**src/hia_pkg.sv**
```systemverilog
`timescale 1ns/1ps
// ************************************************************
// Shared constants
// ************************************************************
package hia_pkg;
   localparam int unsigned CLK_NS = 8;
   localparam int unsigned REQ_MIN_NS = 2000000;
   localparam int unsigned REQ_CYC = (REQ_MIN_NS + CLK_NS - 1) / CLK_NS;
   localparam int unsigned EE_HALF_NS = 500;
   localparam int unsigned EE_HALF_CYC = (EE_HALF_NS + CLK_NS - 1) / CLK_NS;
   localparam int unsigned ID_BITS = 48;
   localparam logic [4:0] CMD_CFG = 5'h00;
   localparam logic [4:0] CMD_DEVID = 5'h02;
   localparam logic [4:0] CMD_READ = 5'h04;
   localparam logic [4:0] CMD_REQ = 5'h08;
   localparam logic [4:0] CMD_SET = 5'h0C;
   localparam logic [4:0] CMD_REARB = 5'h10;
   localparam logic [4:0] CMD_ASSIGN = 5'h14;
   localparam logic [4:0] CMD_WRITE = 5'h18;
   localparam logic [4:0] CMD_CLR = 5'h1C;
   localparam logic [4:0] BCAST_HUB = 5'h1F;
   localparam logic [2:0] BCAST_CHIP = 3'h7;
   localparam logic [11:0] ADDR_ASSIGN = 12'h188;
   localparam logic [11:0] ADDR_ID = 12'h190;
   localparam logic [11:0] ADDR_REV = 12'h0AD;
   localparam logic [6:0] LEN_REQ = 7'h02;
   localparam logic [6:0] LEN_REV = 7'h01;
   localparam logic [7:0] WB_CTRL = 8'h00;
   localparam logic [7:0] WB_STAT = 8'h04;
   localparam logic [7:0] WB_ID_LO = 8'h08;
   localparam logic [7:0] WB_ID_HI = 8'h0C;
   localparam logic [7:0] WB_REV = 8'h10;
   localparam int unsigned CTRL_REARB = 0;
   localparam int unsigned STAT_VALID = 8;
   localparam int unsigned STAT_GRANT = 9;
   localparam int unsigned STAT_IDRDY = 10;
   localparam int unsigned STAT_CHAIN = 11;
   localparam int unsigned STAT_POS = 12;
   localparam int unsigned STAT_CFGP = 15;
   localparam logic GRANT_RST = 1'h1;
   localparam logic [4:0] HUB_RST = 5'h00;
   localparam logic [2:0] POS_RST = 3'h7;
   typedef enum logic [1:0] {TXK_CFG, TXK_REQ, TXK_RSP} hia_txk_t;
endpackage : hia_pkg

// ************************************************************
// Board identifier reader
// ************************************************************
module hia_ee_reader #(
   parameter int unsigned HALF = hia_pkg::EE_HALF_CYC
) (
   input wire logic clk_i,
   input wire logic rst_i,
   input wire logic master_i,
   input wire logic ee_clk_i,
   output logic ee_clk_o,
   output logic ee_clk_oe_o,
   output logic ee_cs_o,
   output logic ee_cs_oe_o,
   input wire logic ee_data_i,
   output logic [47:0] id_o,
   output logic id_ready_o
);
   logic [$clog2(HALF+1)-1:0] div;
   logic [5:0] issued;
   logic run;
   logic clk_s1, clk_s2, clk_q;
   logic dat_s1, dat_s2;
   logic [5:0] got;

   // Master walks the clock; it reads its own clock back off the pin
   always_ff @(posedge clk_i) begin
      if (rst_i) begin
         div <= '0;
         issued <= 6'h00;
         run <= 1'h1;
         ee_clk_o <= 1'h0;
      end else if (run && master_i) begin
         if (div == ($clog2(HALF+1))'(HALF - 1)) begin
            div <= '0;
            ee_clk_o <= ~ee_clk_o;
            if (!ee_clk_o) begin
               issued <= issued + 6'h01;
            end else if (issued == 6'(hia_pkg::ID_BITS)) begin
               run <= 1'h0;
            end
         end else begin
            div <= div + 1'h1;
         end
      end
   end

   assign ee_cs_o = run;
   assign ee_clk_oe_o = master_i;
   assign ee_cs_oe_o = master_i;

   always_ff @(posedge clk_i) begin
      if (rst_i) begin
         clk_s1 <= 1'h0;
         clk_s2 <= 1'h0;
         clk_q <= 1'h0;
         dat_s1 <= 1'h0;
         dat_s2 <= 1'h0;
      end else begin
         clk_s1 <= ee_clk_i;
         clk_s2 <= clk_s1;
         clk_q <= clk_s2;
         dat_s1 <= ee_data_i;
         dat_s2 <= dat_s1;
      end
   end

   // Only first 48 bits, bit 47 first; never read again until reset
   always_ff @(posedge clk_i) begin
      if (rst_i) begin
         id_o <= 48'h0;
         got <= 6'h00;
      end else if (clk_s2 && !clk_q && got != 6'(hia_pkg::ID_BITS)) begin
         id_o <= {id_o[46:0], dat_s2};
         got <= got + 6'h01;
      end
   end

   assign id_ready_o = (got == 6'(hia_pkg::ID_BITS));
endmodule : hia_ee_reader

```
**src/hia_arbiter.sv**
```systemverilog
`timescale 1ns/1ps
// Function
// - Position 0 reads ID; others snoop it.
// - Position 0 requests every 2-3 ms.
// - Collisions resolved; arbitration beats normal traffic.
// - Reads beyond top address return zero.
// - Zero-length read gets no response.
// - Adopt identifier only on 48-bit match.
// - Stop requesting once identifier held.
// - Power cycle drops identifier, requests again.
// - Chain assign only when grant 0-in/1-out.
// - Clear-grant drives own grant output low.
// - Broadcast set-grant returns grant high.
// - Revision register shows first-in-chain bit.
// - Topology rise or high at start: message.
// - Message in both methods; once in chain.
// - Re-arbitrate drops identifier, restarts acquisition.
// - Read 48 bits once at power-up, store.
// - Only position 0 drives EEPROM lines.
// - First bit is 47, words MSB first.
// - Request uses code 08, repeated.
// - Assign uses code 14 for 0/1 device.
// - Clear 1C, set 0C, addressed device.
// - Topology message uses code 00.
module hia_arbiter #(
   parameter int unsigned REQ_PERIOD = hia_pkg::REQ_CYC,
   parameter int unsigned EE_HALF = hia_pkg::EE_HALF_CYC,
   parameter logic [15:0] REV_CODE = 16'h5A30 // Arbitrary value
) (
   input wire logic clk_i,
   input wire logic rst_i,
   input wire logic wb_cyc_i,
   input wire logic wb_stb_i,
   input wire logic wb_we_i,
   input wire logic [7:0] wb_adr_i,
   input wire logic [3:0] wb_sel_i,
   input wire logic [31:0] wb_dat_i,
   output logic [31:0] wb_dat_o,
   output logic wb_ack_o,
   input wire logic arb_method_select_i,
   input wire logic [2:0] board_position_pins_i,
   input wire logic chain_grant_in_i,
   output logic chain_grant_out_o,
   input wire logic topology_change_input_i,
   input wire logic ee_clk_i,
   output logic ee_clk_o,
   output logic ee_clk_oe_o,
   output logic ee_cs_o,
   output logic ee_cs_oe_o,
   input wire logic ee_data_i,
   input wire logic rx_valid_i,
   input wire logic [4:0] rx_hub_i,
   input wire logic [2:0] rx_chip_i,
   input wire logic [4:0] rx_cmd_i,
   input wire logic [6:0] rx_len_i,
   input wire logic [11:0] rx_addr_i,
   input wire logic [63:0] rx_data_i,
   output logic tx_valid_o,
   output logic [4:0] tx_hub_o,
   output logic [2:0] tx_chip_o,
   output logic [4:0] tx_cmd_o,
   output logic [6:0] tx_len_o,
   output logic [11:0] tx_addr_o,
   output logic [63:0] tx_data_o,
   input wire logic tx_done_i,
   input wire logic tx_lost_i
);
   // ************************************************************
   // Pin synchronisers
   // ************************************************************
   logic [2:0] pos_s1, pos;
   logic meth_s1, chain;
   logic gin_s1, gin;
   logic topo_s1, topo, topo_q;

   // Position resets to a non-zero code so no one drives the EEPROM early
   always_ff @(posedge clk_i) begin
      if (rst_i) begin
         pos_s1 <= hia_pkg::POS_RST;
         pos <= hia_pkg::POS_RST;
         meth_s1 <= 1'h0;
         chain <= 1'h0;
         gin_s1 <= 1'h1;
         gin <= 1'h1;
         topo_s1 <= 1'h0;
         topo <= 1'h0;
         topo_q <= 1'h0;
      end else begin
         pos_s1 <= board_position_pins_i;
         pos <= pos_s1;
         meth_s1 <= arb_method_select_i;
         chain <= meth_s1;
         gin_s1 <= chain_grant_in_i;
         gin <= gin_s1;
         topo_s1 <= topology_change_input_i;
         topo <= topo_s1;
         topo_q <= topo;
      end
   end

   // ************************************************************
   // Board identifier
   // ************************************************************
   logic [47:0] ee_id;
   logic id_ready;

   hia_ee_reader #(.HALF(EE_HALF)) u_reader (
      .clk_i(clk_i),
      .rst_i(rst_i),
      .master_i(pos == 3'h0),
      .ee_clk_i(ee_clk_i),
      .ee_clk_o(ee_clk_o),
      .ee_clk_oe_o(ee_clk_oe_o),
      .ee_cs_o(ee_cs_o),
      .ee_cs_oe_o(ee_cs_oe_o),
      .ee_data_i(ee_data_i),
      .id_o(ee_id),
      .id_ready_o(id_ready)
   );

   // ************************************************************
   // Message decode
   // ************************************************************
   logic [4:0] hub_id;
   logic hub_valid;
   logic sw_rearb;
   logic rx_bcast, rx_mine;
   logic rx_assign1, rx_assign2, rx_clr, rx_set, rx_rearb;
   logic rx_read, rx_devid, rearb;

   assign rx_bcast = rx_hub_i == hia_pkg::BCAST_HUB && rx_chip_i == hia_pkg::BCAST_CHIP;
   assign rx_mine = hub_valid && rx_hub_i == hub_id && rx_chip_i == pos;
   assign rx_assign1 = rx_valid_i && !chain && rx_bcast && id_ready
      && rx_cmd_i == hia_pkg::CMD_WRITE && rx_addr_i == hia_pkg::ADDR_ASSIGN
      && rx_data_i[63:16] == ee_id;
   assign rx_assign2 = rx_valid_i && chain && rx_bcast && !gin && chain_grant_out_o
      && rx_cmd_i == hia_pkg::CMD_ASSIGN;
   assign rx_clr = rx_valid_i && rx_mine && rx_cmd_i == hia_pkg::CMD_CLR;
   assign rx_set = rx_valid_i && (rx_mine || rx_bcast)
      && rx_cmd_i == hia_pkg::CMD_SET;
   assign rx_rearb = rx_valid_i && (rx_mine || rx_bcast) && rx_cmd_i == hia_pkg::CMD_REARB;
   assign rx_read = rx_valid_i && rx_mine && rx_cmd_i == hia_pkg::CMD_READ
      && rx_len_i != 7'h00;
   assign rx_devid = rx_valid_i && rx_mine && rx_cmd_i == hia_pkg::CMD_DEVID;
   assign rearb = rx_rearb || sw_rearb;

   // ************************************************************
   // Box identifier and chain grant
   // ************************************************************
   always_ff @(posedge clk_i) begin
      if (rst_i || (rearb && !rx_assign1 && !rx_assign2)) begin
         hub_id <= hia_pkg::HUB_RST;
         hub_valid <= 1'h0;
      end else if (rx_assign1 || rx_assign2) begin
         hub_id <= rx_data_i[4:0];
         hub_valid <= 1'h1;
      end
   end

   always_ff @(posedge clk_i) begin
      if (rst_i || rearb || rx_set) begin
         chain_grant_out_o <= hia_pkg::GRANT_RST;
      end else if (rx_clr) begin
         chain_grant_out_o <= 1'h0;
      end
   end

   // ************************************************************
   // Link-visible register space
   // ************************************************************
   logic [15:0] rev_word;
   assign rev_word = {REV_CODE[15:1], chain && pos == 3'h0};

   // Anything not listed reads as zero, including past the top
   function automatic logic [15:0] link_word(input logic [11:0] a);
      logic [15:0] w;
      w = 16'h0000;
      unique case (a)
         hia_pkg::ADDR_REV: w = rev_word;
         hia_pkg::ADDR_ID: w = ee_id[47:32];
         hia_pkg::ADDR_ID + 12'h001: w = ee_id[31:16];
         hia_pkg::ADDR_ID + 12'h002: w = ee_id[15:0];
         default: w = 16'h0000;
      endcase
      return w;
   endfunction : link_word

   // ************************************************************
   // Request timer and pending messages
   // ************************************************************
   localparam int unsigned CW = $clog2(REQ_PERIOD + 1);
   logic [CW-1:0] req_cnt;
   logic req_active, req_pend, cfg_pend, rsp_pend;
   logic [4:0] rsp_cmd;
   logic [6:0] rsp_len;
   logic [11:0] rsp_addr;
   logic [15:0] rsp_word;
   hia_pkg::hia_txk_t tx_kind;
   logic tx_end;

   assign tx_end = tx_valid_o && (tx_done_i || tx_lost_i);
   assign req_active = !chain && pos == 3'h0 && id_ready && !hub_valid;

   always_ff @(posedge clk_i) begin
      if (rst_i || !req_active) begin
         req_cnt <= '0;
      end else if (req_cnt == '0) begin
         req_cnt <= CW'(REQ_PERIOD - 1);
      end else begin
         req_cnt <= req_cnt - 1'h1;
      end
   end

   // A lost request stays pending and goes again
   always_ff @(posedge clk_i) begin
      if (rst_i || !req_active) begin
         req_pend <= 1'h0;
      end else if (req_cnt == '0) begin
         req_pend <= 1'h1;
      end else if (tx_end && tx_done_i && tx_kind == hia_pkg::TXK_REQ) begin
         req_pend <= 1'h0;
      end
   end

   // Chain mode drops a collided notice so it goes out only once
   always_ff @(posedge clk_i) begin
      if (rst_i) begin
         cfg_pend <= 1'h0;
      end else if (topo && !topo_q) begin
         cfg_pend <= 1'h1;
      end else if (tx_end && tx_kind == hia_pkg::TXK_CFG && (tx_done_i || chain)) begin
         cfg_pend <= 1'h0;
      end
   end

   // Normal answers are not retried
   always_ff @(posedge clk_i) begin
      if (rst_i) begin
         rsp_pend <= 1'h0;
         rsp_cmd <= 5'h00;
         rsp_len <= 7'h00;
         rsp_addr <= 12'h000;
         rsp_word <= 16'h0000;
      end else if (rx_read || rx_devid) begin
         rsp_pend <= 1'h1;
         rsp_cmd <= rx_cmd_i;
         rsp_len <= rx_devid ? hia_pkg::LEN_REV : rx_len_i;
         rsp_addr <= rx_devid ? hia_pkg::ADDR_REV : rx_addr_i;
         rsp_word <= rx_devid ? rev_word : link_word(rx_addr_i);
      end else if (tx_end && tx_kind == hia_pkg::TXK_RSP) begin
         rsp_pend <= 1'h0;
      end
   end

   // ************************************************************
   // Transmit selection
   // ************************************************************
   // Arbitration traffic is picked before answers; fields hold until done
   always_ff @(posedge clk_i) begin
      if (rst_i) begin
         tx_valid_o <= 1'h0;
         tx_kind <= hia_pkg::TXK_CFG;
         tx_hub_o <= 5'h00;
         tx_chip_o <= 3'h0;
         tx_cmd_o <= 5'h00;
         tx_len_o <= 7'h00;
         tx_addr_o <= 12'h000;
         tx_data_o <= 64'h0;
      end else if (tx_end) begin
         tx_valid_o <= 1'h0;
      end else if (!tx_valid_o && cfg_pend) begin
         tx_valid_o <= 1'h1;
         tx_kind <= hia_pkg::TXK_CFG;
         tx_hub_o <= 5'h00;
         tx_chip_o <= 3'h0;
         tx_cmd_o <= hia_pkg::CMD_CFG;
         tx_len_o <= 7'h00;
         tx_addr_o <= 12'h000;
         tx_data_o <= 64'h0;
      end else if (!tx_valid_o && req_pend && req_active) begin
         tx_valid_o <= 1'h1;
         tx_kind <= hia_pkg::TXK_REQ;
         tx_hub_o <= 5'h00;
         tx_chip_o <= 3'h0;
         tx_cmd_o <= hia_pkg::CMD_REQ;
         tx_len_o <= hia_pkg::LEN_REQ;
         tx_addr_o <= hia_pkg::ADDR_ID;
         tx_data_o <= {ee_id, 16'h0000};
      end else if (!tx_valid_o && rsp_pend) begin
         tx_valid_o <= 1'h1;
         tx_kind <= hia_pkg::TXK_RSP;
         tx_hub_o <= 5'h00;
         tx_chip_o <= 3'h0;
         tx_cmd_o <= rsp_cmd;
         tx_len_o <= rsp_len;
         tx_addr_o <= rsp_addr;
         tx_data_o <= {48'h0, rsp_word};
      end
   end

   // ************************************************************
   // Wishbone slave
   // ************************************************************
   function automatic logic [31:0] wb_word(input logic [7:0] a);
      logic [31:0] w;
      w = 32'h0;
      unique case (a)
         hia_pkg::WB_STAT: begin
            w[4:0] = hub_id;
            w[hia_pkg::STAT_VALID] = hub_valid;
            w[hia_pkg::STAT_GRANT] = chain_grant_out_o;
            w[hia_pkg::STAT_IDRDY] = id_ready;
            w[hia_pkg::STAT_CHAIN] = chain;
            w[hia_pkg::STAT_POS +: 3] = pos;
            w[hia_pkg::STAT_CFGP] = cfg_pend;
         end
         hia_pkg::WB_ID_LO: w = ee_id[31:0];
         hia_pkg::WB_ID_HI: w = {16'h0000, ee_id[47:32]};
         hia_pkg::WB_REV: w = {16'h0000, rev_word};
         default: w = 32'h0;
      endcase
      return w;
   endfunction : wb_word

   logic wb_req;
   assign wb_req = wb_cyc_i && wb_stb_i && !wb_ack_o;
   assign sw_rearb = wb_cyc_i && wb_stb_i && wb_ack_o && wb_we_i && wb_adr_i == hia_pkg::WB_CTRL
      && wb_sel_i[0] && wb_dat_i[hia_pkg::CTRL_REARB];

   always_ff @(posedge clk_i) begin
      if (rst_i) begin
         wb_ack_o <= 1'h0;
         wb_dat_o <= 32'h0;
      end else begin
         wb_ack_o <= wb_req;
         wb_dat_o <= (wb_req && !wb_we_i) ? wb_word(wb_adr_i) : 32'h0;
      end
   end
endmodule : hia_arbiter

```
**config.mk**
```make
export PLATFORM = sky130hd
export DESIGN_NAME = hia_arbiter
export DESIGN_NICKNAME = d
export VERILOG_FILES = /design/src/hia_pkg.sv /design/src/hia_arbiter.sv
export SDC_FILE = /design/constraint.sdc
export NUM_CORES = 1
export LEC_CHECK = 0
export BUFFER_PORTS_ARGS = -buffer_cell sky130_fd_sc_hd__buf_4
export CAP_MARGIN = 20
export CORE_MARGIN = 3
export CORE_UTILIZATION = 40
export CTS_BUF_LIST = sky130_fd_sc_hd__clkbuf_16
export CTS_CLUSTER_SIZE = 8
export DETAILED_ROUTE_END_ITERATION = 10
export HOLD_SLACK_MARGIN = 0.15
export SLEW_MARGIN = 10
export SYNTH_ARGS = -nofsm -noshare
export SYNTH_HDL_FRONTEND = slang
export SYNTH_SLANG_ARGS = --single-unit
```
**constraint.sdc**
```tcl
create_clock -name clk_i -period 5.5 [get_ports clk_i]
set_input_delay 1.1 -clock clk_i [delete_from_list [all_inputs] [get_ports clk_i]]
set_output_delay 1.1 -clock clk_i [all_outputs]
set_load 0.02 [all_outputs]
```
==> out/results.tsv, run 1 <==
metric	value	unit
irDropWorstVdd	0.2076	mV
layout_common_cells	dfxtp_1, buf_4, nand2_1	
path_clk_slew	0.05	ns
cts_resized	0	
vias	9493	
post_cts_buffers	0	
yosysWarnings	0	
synth.avg_cell_area	8.960	µm²
synth_edf_count	0	
cpPeakStageDelay	0.74	ns
start_util	0.4091	
p_sw	0.0009350	W
power.leakage	5.584	nW
hpwl	23.79	mm
hp-class	reg2reg	
grt_pass1_vias	8851	
pwr-share-clk	0.488	
synthArstFlopShare	0	
layout_commonest_cell	dfxtp_1	
crit_fanout	56	
drcViolationCount	0	
tns	0	ns
fill_cells	2541	
powerDensity	308.7	nW/µm²
synth_compound_area_frac	0.1484	
synth_xor_area_frac	0.06495	
die_x	172.3	µm
antenna_found_initial	0	
tightestPinTransition	1.120	ns
cp-end-kind	flip-flop	
p_int	0.003414	W
period_minus_slack	3.294	ns
port_buffers	237	
max-clock-path-buffers	3	
finalNetCount	1608	
ff2ff_setup_slack	2.21	ns
die_y	172.3	µm
cts_hold_buf	0	
cp_slowest_cell	nor3b_2	
period_share	0.5988	
cts_tree	yes	
rsz0062_at_grt	false	
critPathKind	reg2reg	
grt_util_all_layers	0.2215	
cap_violations	0	
max_freq	303.6	MHz
synth_ff_type	dfxtp_1	
timing.critical_path.buf_inv	2	
num_rows	60	
arrival	3.65	ns
synth_adder_area_share	0.007921	
final_max_slew_viol_count	0	
yosys.area_share.simple	0.2033	
cts_root_buf	clkbuf_16	
ys_types	55	
overflow	0	
htreeDepth	2	
first_pass_iters	5	
cts_num_sinks	278	
path_cells	inv_1 > ha_1 > nor4bb_1 > nand4_1 > nor3b_2 > nor2_4 > buf_4 > a22oi_1 > nor2_1	
fin_skew	0.02431	ns
crit_family	simple AND/OR/NAND/NOR gates	
num_io_pins	291	
p_sw_frac	0.2150	
wirelength	34.11	mm
core-area	27030	µm²
grt_pass1_wl	51.27	mm
syn_to_final_growth	27.42	%
slew_headroom	0.2534	
wire_per_inst	19.06	µm
clk_latency	0.52	ns
ant_nets	0	
finalSetupViolCount	0	
muxShareOfSynthArea	0.03599	
status	finished clean	
postSynthCellCount	1234	
synth_top_family_by_area	simple AND/OR/NAND/NOR gates	
hold_violations	0	
worstSetupStartpointType	flip-flop	
dieArea	29670	µm²
drt_iter0_drc	838	
cts_inserted_buffers	40	
antennaDiodeCount	0	
seqPwrFrac	0.468	
viasPerCell	5.306	
ys_seq_elements	278	
syn_area	11060	µm²
cp.required	5.85	ns
utilization	0.5213	
grt_max_degree	103	
drive_above_1_share	0.2182	
yosysSeqAreaShare	0.5033	
place_congestion	0.8300	
p_comb_frac	0.044	
[power groups by stage]
stage	clock, W	sequential (W)	combinational [W]
after global routing	0.00225	0.00203	0.000209
after detailed placement	0	0.00207	0.000192
after global placement	0	0.00207	0.000191
after floorplan	0	0.00207	0.0000993
final	0.00212	0.00203	0.000193
after CTS	0.00217	0.00203	0.000193
[logic make-up (layout without fill, tap and decap cells)]
| kind of cell | Yosys count | after routing |
|---|---|---|
| AND/OR/NAND/NOR | 484 | 484 |
| flip-flops | 278 | 278 |
| AO/OA/AOI/OAI | 249 | 249 |
| buffers and inverters | 95 | 302 |
| XOR/XNOR | 82 | 82 |
| multiplexers | 38 | 38 |
| adder cells (fa/ha/maj) | 7 | 7 |
| other | 1 | 8 |
[flip-flops by register name, summed over array words and instances, names as in the netlist, 2 cells and up]
signal	count
u_reader.div	6
tx_data_o	64
tx_cmd_o	5
req_cnt	18
u_reader.issued	6
hub_id	5
pos	3
tx_kind	2
wb_dat_o	32
tx_len_o	7
u_reader.id_o	48
rsp_len	7
u_reader.got	6
rsp_addr	12
rsp_word	16
pos_s1	3
tx_addr_o	12
rsp_cmd	5
[stage by stage]
stage	hold slack [ns]	cell area, µm²	power [W]	cells	setup WS [ns]
final	0.3985	14090	0.004349	1789	2.206
after global routing	0.4140	14090	0.004493	1789	1.917
after CTS	0.3995	14090	0.004397	1789	2.220
after detailed placement	0.3923	13040	0.002265	1744	1.828
after global placement	0.3928	13040	0.002264	1744	1.845
after floorplan	0.3895	11080	0.002169	1241	2.360
[routing by layer]
layer  wire length [µm]  vias up  GRT usage  part of all wire
li1                   -     4658          -                 -
met4                769        0    0.07046             0.023
met1              15450     4473     0.3100              0.45
met2              15730      313     0.3467              0.46
met3               2160       49    0.04252             0.063
met5                  0        -          0                 0
[final cells by class]
| type | count | area, µm² | share of cell area |
|---|---|---|---|
| clock buffer | 41 | 1026 | 0.07282 |
| clock inverter | 4 | 25.02 | 0.001776 |
| inverter | 11 | 41.29 | 0.002931 |
| multi-input combinational | 868 | 5154 | 0.3658 |
| sequential | 278 | 5565 | 0.3950 |
| tap | 341 | 426.7 | 0.03028 |
| timing repair buffer | 246 | 1851 | 0.1313 |
[cells in the mapped netlist (all sizes together) (11+ instances only)]
cell,n,area (µm²)
nor2b,15,93.84
xor2,27,236.5
clkbuf,68,255.2
nand4,20,146.4
mux2i,24,240.2
a21oi,80,400.4
a211oi,11,82.58
o21ai,22,110.1
or2,11,68.81
buf,16,98.84
mux2,14,157.7
nand3,11,55.05
inv,11,41.29
and2,18,112.6
nand2b,11,68.82
dfxtp,278,5565
nor4,15,106.4
nand2,169,634.4
a22oi,106,795.8
xnor2,55,481.7
nor2,170,638.1
[worst paths after layout]
kind / start / cells after the start / endpoint
worst min register to register: gin_s1 / 1 / gin
worst min-delay path: gin_s1 / 1 / gin
worst max register to register: u_reader.got[0] / 9 / tx_data_o[54]
worst max-delay path: u_reader.got[0] / 9 / tx_data_o[54]
(Power assumes the default switching activity.)
==> inputs of run 2 (changes only) <==
Settings changed: PLACE_DENSITY from default to 0.66.
Clock period 5.5 ns to 2.99 ns, I/O delays scaled along.
==> run 2 against run 1 <==
Against the previous run:
- via count is 3.0% higher
- register-to-register slack got worse by 1.9 ns
- largest cell class unchanged
- setup slack worse by 1.9 ns
- clock power grew 85%
- first-iteration DRC count increased by 2.5%
- sequential share of layout area fell by 0.82 points
- maximum frequency is 24% higher
==> out/results.tsv, run 2 (same netlist as run 1, synthesis figures left out) <==
metric	value	unit	change
place_ws	0.02683	ns	-1.801 ns
rr_endpoint	tx_data_o[20]		
antenna_found_initial	0		unchanged
period_minus_slack	2.652	ns	-0.6414 ns
crit_fanout	48		-14%
cts_inserted_buffers	40		unchanged
ff2ff_setup_slack	0.34	ns	-1.87 ns
cts_num_sinks	278		unchanged
powerDensity	557.8	nW/µm²	+81%
wirelength	34.69	mm	+1.7%
period_share	0.8870		+0.2882
reg_top3	tx_data_o: 64 flops, u_reader.id_o: 48 flops, wb_dat_o: 32 flops		
hold_ws	0.2725	ns	-0.1260 ns
grt_util_met3	0.05144		+0.008916
viasPerCell	5.370		+1.2%
hold_violations	0		unchanged
overflow	0		unchanged
core-area	27030	µm²	unchanged
critPathKind	reg2reg		
max-clock-path-buffers	3		unchanged
drive_above_1_share	0.2345		+0.01623
cp-end-kind	flip-flop		
cpPeakStageDelay	0.54	ns	-0.20 ns
hold_start	board_position_pins_i[0]		
htreeDepth	2		unchanged
path_cells	inv_1 > ha_1 > nor4bb_1 > nand4_1 > nor3b_2 > nor2b_4 > buf_12 > a22oi_1 > nor2_1		
p_int	0.006290	W	+84%
vias	9779		+3.0%
p_comb_frac	0.046		+0.002
syn_to_final_growth	30.13	%	
hpwl	24.73	mm	+3.9%
max_freq	377.1	MHz	+24%
antennaDiodeCount	0		unchanged
grt_util_all_layers	0.2246		+0.003186
timing.rr.start	u_reader.got[0]		
irDropWorstVdd	0.4227	mV	+100%
busiest_layer	met2		
p_sw_frac	0.2162		+0.001237
first_pass_iters	8		+3
die_x	172.3	µm	unchanged
ff2ff_path_depth	9		unchanged
cts_tree	yes		
cts_hold_buf	0		unchanged
clk_latency	0.52	ns	about the same
layout_commonest_cell	dfxtp_1		
dieArea	29670	µm²	unchanged
largest_register_ffs	64		unchanged
grt_max_degree	133		+29%
tightestPinTransition	1.077	ns	-0.04236 ns
seqPwrFrac	0.466		-0.002
cts_root_buf	clkbuf_16		
grt_pass1_wl	52.34	mm	+2.1%
status	finished clean		
cts_resized	0		unchanged
hp-class	in2reg		
cp_slowest_cell	nor3b_2		
fin_skew	0.01389	ns	-0.01042 ns
cap_violations	0		unchanged
post_cts_buffers	0		unchanged
setup_ws	0.3379	ns	-1.869 ns
power.leakage	5.769	nW	+3.3%
cp.required	3.43	ns	-2.42 ns
path_clk_slew	0.05	ns	about the same
finalNetCount	1640		+2.0%
grt.met2_usage	0.3634		+0.01661
p_sw	0.001735	W	+86%
drt_iter0_drc	859		+2.5%
port_buffers	237		unchanged
final_max_slew_viol_count	0		unchanged
tns	0	ns	unchanged
num_rows	60		unchanged
finalSetupViolCount	0		unchanged
ant_nets	0		unchanged
layout_common_cells	dfxtp_1, buf_4, nand2_1, nor2_1, a22oi_1		
grt_pass1_vias	9313		+5.2%
slew_headroom	0.2786		+0.02520
arrival	3.09	ns	-0.56 ns
regArea	5565	µm²	unchanged
die_y	172.3	µm	unchanged
wire_per_inst	19.05	µm	about the same
num_io_pins	291		unchanged
hold_depth	2		+1
place_congestion	0.8400		+1.2%
pwr-share-clk	0.488		about the same
gr-usage-met1	0.3024		-0.007554
drcViolationCount	0		unchanged
hold_end	pos_s1[0]		
worstSetupStartpointType	flip-flop		
multi_input_area	5151	µm²	about the same
regMostFlops	tx_data_o		
rsz0062_at_grt	false		
fill_cells	2468		-2.9%
start_util	0.4091		unchanged
==> run 2: area by class of cell <==
class | instances | share of cell area
Clock buffer | 41 | 0.07130
Tap cell | 341 | 0.02965
Clock inverter | 4 | 0.001739
Sequential cell | 278 | 0.3868
Multi-Input combinational cell | 868 | 0.3580
Timing Repair Buffer | 278 | 0.1497
Inverter | 11 | 0.002870
==> run 2: worst max path at each step <==
stage                     from            end  slack [ns]  cells after the start
2_1_floorplan      rx_cmd_i[0]      hub_id[0]        0.35                      6
3_3_place_gp       rx_cmd_i[0]      hub_id[3]        0.06                      8
3_5_place_dp       rx_cmd_i[0]      hub_id[4]        0.03                      8
4_1_cts        u_reader.got[0]  tx_data_o[20]        0.33                      9
5_1_grt        u_reader.got[0]  tx_data_o[20]        0.06                      9
6_report       u_reader.got[0]  tx_data_o[20]        0.34                      9
==> run 2: routing by layer <==
layer | wire (µm) | part of all wire | vias up
li1 | - | - | 4713
met1 | 14930 | 0.43 | 4676
met2 | 16480 | 0.48 | 342
met3 | 2529 | 0.073 | 48
met4 | 754 | 0.022 | 0
met5 | 0 | 0 | -
==> run 2: worst max-delay path, delay by kind of cell, from the launching register on <==
kind / cells / cell delay [ns]
simple gates: 5 / 1.65
compound gates: 1 / 0.11
flops: 1 / 0.34
fa+ha+maj: 1 / 0.14
buf+inv: 2 / 0.32
==> run 2: power groups by stage <==
| stage | Combinational (W) | Clock (W) | Sequential, W |
|---|---|---|---|
| finish | 0.000369 | 0.00392 | 0.00374 |
| global placement | 0.000365 | 0 | 0.00381 |
| global route | 0.000398 | 0.00414 | 0.00374 |
| CTS | 0.000370 | 0.00398 | 0.00374 |
| detailed placement | 0.000368 | 0 | 0.00381 |
| floorplan | 0.000183 | 0 | 0.00381 |
==> run 2: through the flow <==
| step | utilization | total power (W) | std cells | area (µm²) |
|---|---|---|---|---|
| 4_1_cts | 0.5324 | 0.008092 | 1821 | 14390 |
| 2_1_floorplan | - | 0.003990 | 1241 | 11080 |
| 6_report | 0.5324 | 0.008026 | 1821 | 14390 |
| 5_1_grt | 0.5324 | 0.008277 | 1821 | 14390 |
| 3_3_place_gp | 0.4935 | 0.004176 | 1776 | 13340 |
| 3_5_place_dp | 0.4935 | 0.004180 | 1776 | 13340 |
